===== src/hw/drt_pkg.sv =====
// constants and helpers shared by the debug discovery table block
`default_nettype none
package drt_pkg;

  // debug bus address width: one 4 KB table frame
  localparam int unsigned ADDR_W = 12;
  localparam int unsigned DATA_W = 32;

  // byte offsets of the table words
  localparam logic [ADDR_W-1:0] PERF_MONITOR_POINTER_OFF   = 12'h000;
  localparam logic [ADDR_W-1:0] LOGIC_ANALYSER_POINTER_OFF = 12'h004;
  localparam logic [ADDR_W-1:0] CORE0_TABLE_POINTER_OFF    = 12'h008;
  localparam logic [ADDR_W-1:0] CORE1_TABLE_POINTER_OFF    = 12'h00C;
  localparam logic [ADDR_W-1:0] CORE2_TABLE_POINTER_OFF    = 12'h010;

  localparam int unsigned NUM_ENTRIES = 5;
  localparam int unsigned ENTRY_IDX_W = 3;
  localparam int unsigned NUM_CORE_ENTRIES = 3;
  localparam logic [ADDR_W-3:0] ENTRY_LIMIT = 10'h005;

  // field positions inside a table word
  localparam int unsigned OFFSET_LSB = 12;
  localparam int unsigned OFFSET_W   = 20;
  localparam int unsigned PDID_LSB   = 4;
  localparam int unsigned PDID_W     = 5;
  localparam int unsigned VALID_BIT  = 2;
  localparam int unsigned PRES_LSB   = 0;
  localparam int unsigned PRES_W     = 2;
  localparam int unsigned COMPONENT_SHIFT = 12;

  // component offsets, in 4 KB units from the table base
  localparam logic [OFFSET_W-1:0] PERF_OFFSET = 20'h00010;
  localparam logic [OFFSET_W-1:0] LA_OFFSET   = 20'h00020;
  localparam logic [OFFSET_W-1:0] CORE_OFFSET [NUM_CORE_ENTRIES] =
    '{20'h00070, 20'h000F0, 20'h00170};

  // presence codes
  localparam logic [PRES_W-1:0] PRES_LAST    = 2'h0;
  localparam logic [PRES_W-1:0] PRES_RSVD    = 2'h1;
  localparam logic [PRES_W-1:0] PRES_ABSENT  = 2'h2;
  localparam logic [PRES_W-1:0] PRES_PRESENT = 2'h3;

  // highest core-complex domain number
  localparam logic [PDID_W-1:0] PDID_MAX = 5'h0D;

  // bus output reset values
  localparam logic [DATA_W-1:0] PRDATA_RESET = 32'h0000_0000;

  typedef struct packed {
    logic [OFFSET_W-1:0] offset;
    logic [PDID_W-1:0]   power_domain_number;
    logic                power_domain_number_valid;
    logic [PRES_W-1:0]   present;
  } drt_entry_t;

  // true when the byte address selects one of the table words
  function automatic logic drt_entry_hit(input logic [ADDR_W-1:0] a);
    return (a[1:0] == 2'h0) && (a[ADDR_W-1:2] < ENTRY_LIMIT);
  endfunction

endpackage
`default_nettype wire


===== src/hw/drt_entry_pack.sv =====
// packs one table word from its fields, reserved bits forced low
`timescale 1ns/1ns
`default_nettype none
module drt_entry_pack
  import drt_pkg::*;
(
  input  wire logic [OFFSET_W-1:0] offset,
  input  wire logic [PDID_W-1:0]   power_domain_number,
  input  wire logic                power_domain_number_valid,
  input  wire logic [PRES_W-1:0]   present,
  input  wire logic                enable,
  output logic      [DATA_W-1:0]   word
);

  always_comb begin
    word = '0;
    // an entry that is not configured reads as all zero
    if (enable) begin
      word[OFFSET_LSB +: OFFSET_W] = offset;
      word[PDID_LSB +: PDID_W]     = power_domain_number;
      word[VALID_BIT]              = power_domain_number_valid;
      word[PRES_LSB +: PRES_W]     = present;
    end
  end

endmodule
`default_nettype wire


===== src/hw/drt_addr_decode.sv =====
// turns a debug bus byte address into a table index and a hit flag
`timescale 1ns/1ns
`default_nettype none
module drt_addr_decode
  import drt_pkg::*;
(
  input  wire logic [ADDR_W-1:0]      addr,
  output logic      [ENTRY_IDX_W-1:0] index,
  output logic                        hit
);

  // unaligned or out-of-range addresses miss and read as zero
  assign hit   = drt_entry_hit(addr);
  assign index = addr[2 +: ENTRY_IDX_W];

endmodule
`default_nettype wire


===== src/hw/drt_table_entries.sv =====
// debug discovery table: first five component pointer words on debug APB
`timescale 1ns/1ns
`default_nettype none
module drt_table_entries
  import drt_pkg::*;
#(
  parameter int unsigned                  CORE_COUNT    = 3,
  parameter logic                         LA_BUILT      = 1'b1,
  parameter logic [NUM_CORE_ENTRIES-1:0]  CORE_PD_VALID = 3'h7,
  parameter logic [NUM_CORE_ENTRIES*PDID_W-1:0] CORE_PD_NUM =
    {5'h02, 5'h01, 5'h00}
) (
  input  wire logic              CLOCK,
  input  wire logic              RST,
  input  wire logic              PSEL,
  input  wire logic              PENABLE,
  input  wire logic              PWRITE,
  input  wire logic [ADDR_W-1:0] PADDR,
  input  wire logic [DATA_W-1:0] PWDATA,
  output logic      [DATA_W-1:0] PRDATA,
  output logic                   PREADY,
  output logic                   PSLVERR
);

  // build-time field values of entry i
  function automatic drt_entry_t entry_fields(input int unsigned i);
    drt_entry_t f;
    f = '0;
    if (i == 0) begin
      f.offset  = PERF_OFFSET;
      f.present = PRES_PRESENT;
    end else if (i == 1) begin
      f.offset  = LA_OFFSET;
      f.present = LA_BUILT ? PRES_PRESENT : PRES_ABSENT;
    end else begin
      f.offset = CORE_OFFSET[i-2];
      f.power_domain_number       = CORE_PD_NUM[(i-2)*PDID_W +: PDID_W];
      f.power_domain_number_valid = CORE_PD_VALID[i-2];
      f.present = PRES_PRESENT;
    end
    return f;
  endfunction

  // whether entry i exists in this build
  function automatic logic entry_enabled(input int unsigned i);
    // core entries exist only for built cores
    return (i < 2) || ((i - 2) < CORE_COUNT);
  endfunction

  logic [DATA_W-1:0]      entry_word [NUM_ENTRIES];
  logic [ENTRY_IDX_W-1:0] read_index;
  logic                   read_hit;
  logic                   setup_phase;
  logic [DATA_W-1:0]      prdata_reg;
  logic [DATA_W-1:0]      prdata_next;
  logic                   pready_reg;
  logic                   pslverr_reg;

  for (genvar g = 0; g < NUM_ENTRIES; g++) begin : g_entry
    localparam drt_entry_t F = entry_fields(g);
    localparam logic       E = entry_enabled(g);
    drt_entry_pack u_pack (
      .offset                    (F.offset),
      .power_domain_number       (F.power_domain_number),
      .power_domain_number_valid (F.power_domain_number_valid),
      .present                   (F.present),
      .enable                    (E),
      .word                      (entry_word[g])
    );
  end

  drt_addr_decode u_decode (
    .addr  (PADDR),
    .index (read_index),
    .hit   (read_hit)
  );

  // the word is captured in the setup cycle so the access cycle
  // can answer from a flop with no wait state
  assign setup_phase = PSEL && !PENABLE;

  always_comb begin
    prdata_next = '0;
    // only a bus read reaches the table
    if (setup_phase && !PWRITE && read_hit) begin
      prdata_next = entry_word[read_index];
    end
  end

  // read-only data path; writes reach no storage
  always_ff @(posedge CLOCK or posedge RST) begin
    if (RST) begin
      prdata_reg <= PRDATA_RESET;
    end else begin
      prdata_reg <= prdata_next;
    end
  end

  always_ff @(posedge CLOCK or posedge RST) begin
    if (RST) begin
      pready_reg <= 1'b0;
    end else begin
      pready_reg <= setup_phase;
    end
  end

  // unmapped reads and all writes complete without error
  always_ff @(posedge CLOCK or posedge RST) begin
    if (RST) begin
      pslverr_reg <= 1'b0;
    end else begin
      pslverr_reg <= 1'b0;
    end
  end

  assign PRDATA  = prdata_reg;
  assign PREADY  = pready_reg;
  assign PSLVERR = pslverr_reg;

  localparam logic [DATA_W-1:0] EXP_ENTRY0 =
    {PERF_OFFSET, 9'h000, 1'b0, PRES_PRESENT};
endmodule
`default_nettype wire


===== config.mk =====
export PLATFORM = sky130hd
export DESIGN_NAME = drt_table_entries
export DESIGN_NICKNAME = d
export VERILOG_FILES = /design/src/hw/drt_pkg.sv /design/src/hw/drt_entry_pack.sv /design/src/hw/drt_addr_decode.sv /design/src/hw/drt_table_entries.sv
export SDC_FILE = /design/constraint.sdc
export NUM_CORES = 1
export LEC_CHECK = 0
export BUFFER_PORTS_ARGS = -buffer_cell sky130_fd_sc_hd__buf_2
export CORE_UTILIZATION = 26
export CTS_CLUSTER_SIZE = 25
export DETAILED_ROUTE_END_ITERATION = 6
export PLACE_DENSITY = 0.76
export SETUP_SLACK_MARGIN = 0.15
export SYNTH_ARGS = -nofsm -noshare
export SYNTH_HDL_FRONTEND = slang
export SYNTH_SLANG_ARGS = --single-unit

===== constraint.sdc =====
create_clock -name CLOCK -period 0.8 [get_ports CLOCK]
set_input_delay 0.12 -clock CLOCK [delete_from_list [all_inputs] [get_ports CLOCK]]
set_output_delay 0.12 -clock CLOCK [all_outputs]
set_load 0.02 [all_outputs]

# Yosys cells after proc, flatten, opt, wreduce, memory -nomap -nowiden
# Memories as Yosys holds them, arrays and structs flattened.
# Index checks and enable logic that the tools add are counted.
# classes
n_lt_le_gt_ge,2
muxes,3
n_bitwise,1
reduce_logical,7
# ops
operator,n
two-way mux 32 bit,3
< comparator 10 x 3 -> 1 bit (second input constant),1
>= comparator 4 bit (second input constant),1
logical AND 1 bit,4
NOT 3 -> 4 bit,1
zero test 1 bit,2
zero test 2 bit,1
# totals
reg_bits,33
romBits,256
input_bits,49
output_inout_bits,34
elab_cells,16
memories,1
# memory_table
memory,words,word_bits,read_ports,rd_clocked_by_memory_dff,wr,line_no,text
(no name shown),8,32,1,0,0,drt_table_entries.sv:86,prdata_next = entry_word[read_index];

# Depth between registers and ports, before layout
# depth
ltp_word,5
mapped_depth,2
depth_no_buf,2

# Cells and area by module
# From an unflattened synthesis, not the netlist that was laid out.
# hier_totals
cells_unflattened,407
area_unflattened_um2,3798.6
# modules_own_cells
module,instances,cells_each,area_per_inst_um2,seq_area_each_um2
drt_table_entries,1,224,2452.4,825.8
drt_entry_pack,5,35,259.0,0.0
drt_addr_decode,1,8,51.3,0.0

# Worst setup path after synthesis
# Ideal clock, no wire load.
# synth_path
kind,input to register
start,input PWRITE
end,register prdata_reg[18] (netlist: PRDATA[18])
setup_ns,0.111
t_arrival_ns,1.021
required_time_ns,0.689
slack_ns,-0.332
path_stages,2
path_buffers,0
cell_sequence,or4_4 -> a2111oi_2
# synth_between
elab_chain_cells,4
# synth_lines
item,line_no,text
start: declaration,drt_table_entries.sv:17,"input wire logic PWRITE,"
zero test 1 bit,drt_table_entries.sv:85,if (setup_phase && !PWRITE && read_hit) begin
logical AND 1 bit (2 in series),drt_table_entries.sv:85,
two-way mux 32 bit,drt_table_entries.sv:85,
net prdata_next[18],drt_table_entries.sv:55,logic [DATA_W-1:0] prdata_next;
end signal: assignment,drt_table_entries.sv:95,prdata_reg <= prdata_next;
end: declaration,drt_table_entries.sv:54,logic [DATA_W-1:0] prdata_reg;
# The timed path passes the listed nets, and every way through them passes these cells.

# Worst setup path in the final report
# layout_path
start,input PADDR[5]
end,register prdata_reg[17] (netlist: PRDATA[17])
# layout_between
elab_chain_cells,4
# layout_lines
item,line_no,text
start: declaration,drt_table_entries.sv:18,"input wire logic [ADDR_W-1:0] PADDR,"
< comparator 10 x 3 -> 1 bit,drt_pkg.sv:58,return (a[1:0] == 2'h0) && (a[ADDR_W-1:2] < ENTRY_LIMIT);
logical AND 1 bit,drt_pkg.sv:58,
logical AND 1 bit,drt_table_entries.sv:85,
two-way mux 32 bit,drt_table_entries.sv:85,
net prdata_next[17],drt_table_entries.sv:55,
# The timed path passes the listed nets, and every way through them passes these cells.

==> key figures <==
Timing
  – Setup violations, final: 17
  – Hold Slack: 0.0454 ns
  – Final Slew Violations: 0
  – Slack of the critical path: -0.226 ns
  – Unrepaired setup endpoints after global routing: true
  – Max frequency: between 900 and 1000 MHz
  – Fin crit share: 128%
  – Min cycle time layout: around 1 ns
  – Final Hold Viols: 0

Worst setup path
  – Worst setup EP type: register
  – Startpoint type of the worst setup path: primary input
  – Worst EP arrival: around 1.2 ns
  – Crit path kind: in2reg
  – Critical Path RT: roughly 0.94 ns
  – Crit Path Max Fanout: 6

Placed design
  – GP Congestion: 0.734
  – Pre-CTS WS: -0.511 ns
  – PortBufs: 27
  – Post-DP HPWL: 741 um
  – Placed cell areas: around 630 um2

Cells and area
  – Layout cells sized above 1: a little under three fifths
  – Final Instance Area: 792 um2
  – Multi-input logic area: roughly 280 um2
  – Most frequent cells in the layout: conb_1, buf_2, buf_6
  – Layout area overhead: 44.2%
  – FF+latch area: around 180 um2
  – Final nets: 134
  – Leading cell type in the layout, fill and taps excluded: conb_1
  – Ant. Diodes: 0
  – FILL cells: 195

Synth
  – Yosys cell types: 15
  – Synth Register Bits: 7
  – Post-synthesis sequential area ratio: about a third
  – Syn Area/Cell: 10.8 um2
  – Mapped Cells: 51
  – Main combinational cell family by area after synthesis: buffers and inverters
  – Synth Area in Compound Gates: between 10 and 15%
  – Post-synth design cell area: between 500 and 600 um2
  – Simple-Gate Fraction of Synth Area: between 10% and 20%
  – Adder-cell share of the synthesized area: 0%
  – Mux cell area share after synthesis: 0%
  – Synth Warn #: 0
  – Post-synthesis xor/xnor area fraction: 0%

Detailed routing
  – Drt drc: 0
  – Final WL: roughly 980 um
  – Iteration-0 DRC Markers: 0
  – Total iterations of the first detailed-routing run: 1
  – Antenna Nets Post-Route: 0
  – Wire length per cell: around 8.8 um
  – Drt via density: roughly 3.6
  – Vias after detailed routing: 402

Floorplanning
  – Die Height: roughly 48 um
  – Full die area: 2300 um2
  – Chip Width: around 48 um
  – Initial Utilization: roughly 28%
  – Row Count: 16
  – IO Pins: 83
  – Core ar.: just under 2000 um2

GRT
  – Global-route wire length before repair: roughly 1.4 mm
  – Grt total ovfl: 0
  – Largest net degree at the start of global routing: 8
  – Total global-route track usage: under 10%
  – Initial antenna violation count: 0
  – Number of global-route vias before repair: 361

Clocking
  – # H-tree levels: 1
  – Clock-pin transition on the worst setup and hold timing paths: roughly 0.05 ns
  – Clock Sinks: 7
  – Clock Tree Root: clkbuf_4
  – Num CTS Buffers: 3
  – TritonCTS clock tree: built
  – CTS max path bufs: 2

Power and ir drop
  – Worst VDD drop: roughly 330 uV
  – Total power: 0.887 mW
  – Power Density: around 1100 nW/um2
  – Lkg Pwr: 0.377 nW

Run status
  – Status: finished, violations left
  – Failing checks: negative setup slack

Min path
  – Class of the worst hold path: in2reg

Run
  – Maxcap violations: 0
==> kinds of logic after synthesis <==
kind of cell | Yosys count
AOI/OAI and AO/OA | 5
buffers and inverters | 28
DFF | 7
other | 1
and+or+nand+nor | 10
==> metrics by stage <==
| stage | utilization (%) | instances | setup TNS [ns] |
|---|---|---|---|
| global route | 40.0 | 111 | -2.78 |
| global placement | 31.8 | 104 | -2.73 |
| finish | 40.0 | 111 | -2.22 |
| detailed placement | 31.8 | 104 | -2.78 |
| CTS | 39.6 | 111 | -2.28 |
| floorplan | - | 73 | -1.83 |
==> worst paths after layout <==
kind,from,endpoint,slack (ns),cells past startpoint
max,PADDR[5],PRDATA[17]$_DFF_PP0_,-0.23,4
max in group asynchronous,RST,PRDATA[5]$_DFF_PP0_,0.26,3
min in group asynchronous,RST,PRDATA[16]$_DFF_PP0_,0.33,3
min,PENABLE,PREADY$_DFF_PP0_,0.05,2
==> cells in the mapped netlist <==
library cell   n  area share, %
buf_4         27             37
dfrtp_1        7             32
a2111oi_2      3            8.2
nor4_1         2            2.3
or4_4          2            4.1
a2111oi_4      1            5.0
conb_1         1           0.68
inv_1          1           0.68
nand2b_1       1            1.1
nand3b_1       1            1.4
nor2b_1        1            1.1
o21bai_1       1            1.4
or2_2          1            1.1
or3b_1         1            1.6
or4b_4         1            2.5
==> cell type report <==
type / instances / share of cell area, %
tap: 27 / 4.27
sequential: 7 / 22.4
timing repair buffer: 34 / 34.0
clock buffer: 4 / 3.32
multi-input combinational: 38 / 35.5
inverter: 1 / 0.474
==> critical path: stages <==
cell	delay, ns
buf_6	0.09
or4_4	0.60
buf_4	0.17
a2111oi_4	0.18
==> registers in the layout (all words and copies together) (netlist names) <==
register and count:
PRDATA 6, PREADY 1
==> where the power goes <==
part / leakage [nW] / internal, mW / switching, mW
Combinational: 0.269 / 0.0707 / 0.156
Clock: 0.0150 / 0.189 / 0.112
Sequential: 0.0934 / 0.358 / 0.00109
Total: 0.377 / 0.618 / 0.270
==> repair_timing <==
| item | 4_1_cts | 5_1_grt |
|---|---|---|
| hold buffers | 1 | 0 |
| hold endpoints to repair | 7 | 0 |
| pin swaps | 4 | 0 |
| gates resized for setup | 26 | 1 |
| buffers inserted | 2 | 0 |
| setup endpoints to repair | 17 | 17 |
==> per-layer routing <==
metal,share of wire (%),vias to the layer above,GRT usage [%]
met2,59,31,18.1
li1,-,193,-
met3,8.1,2,3.40
met5,0,-,0
met4,1.3,0,10.0
met1,32,176,7.66
No activity file was read; power rests on OpenSTA's default activity.
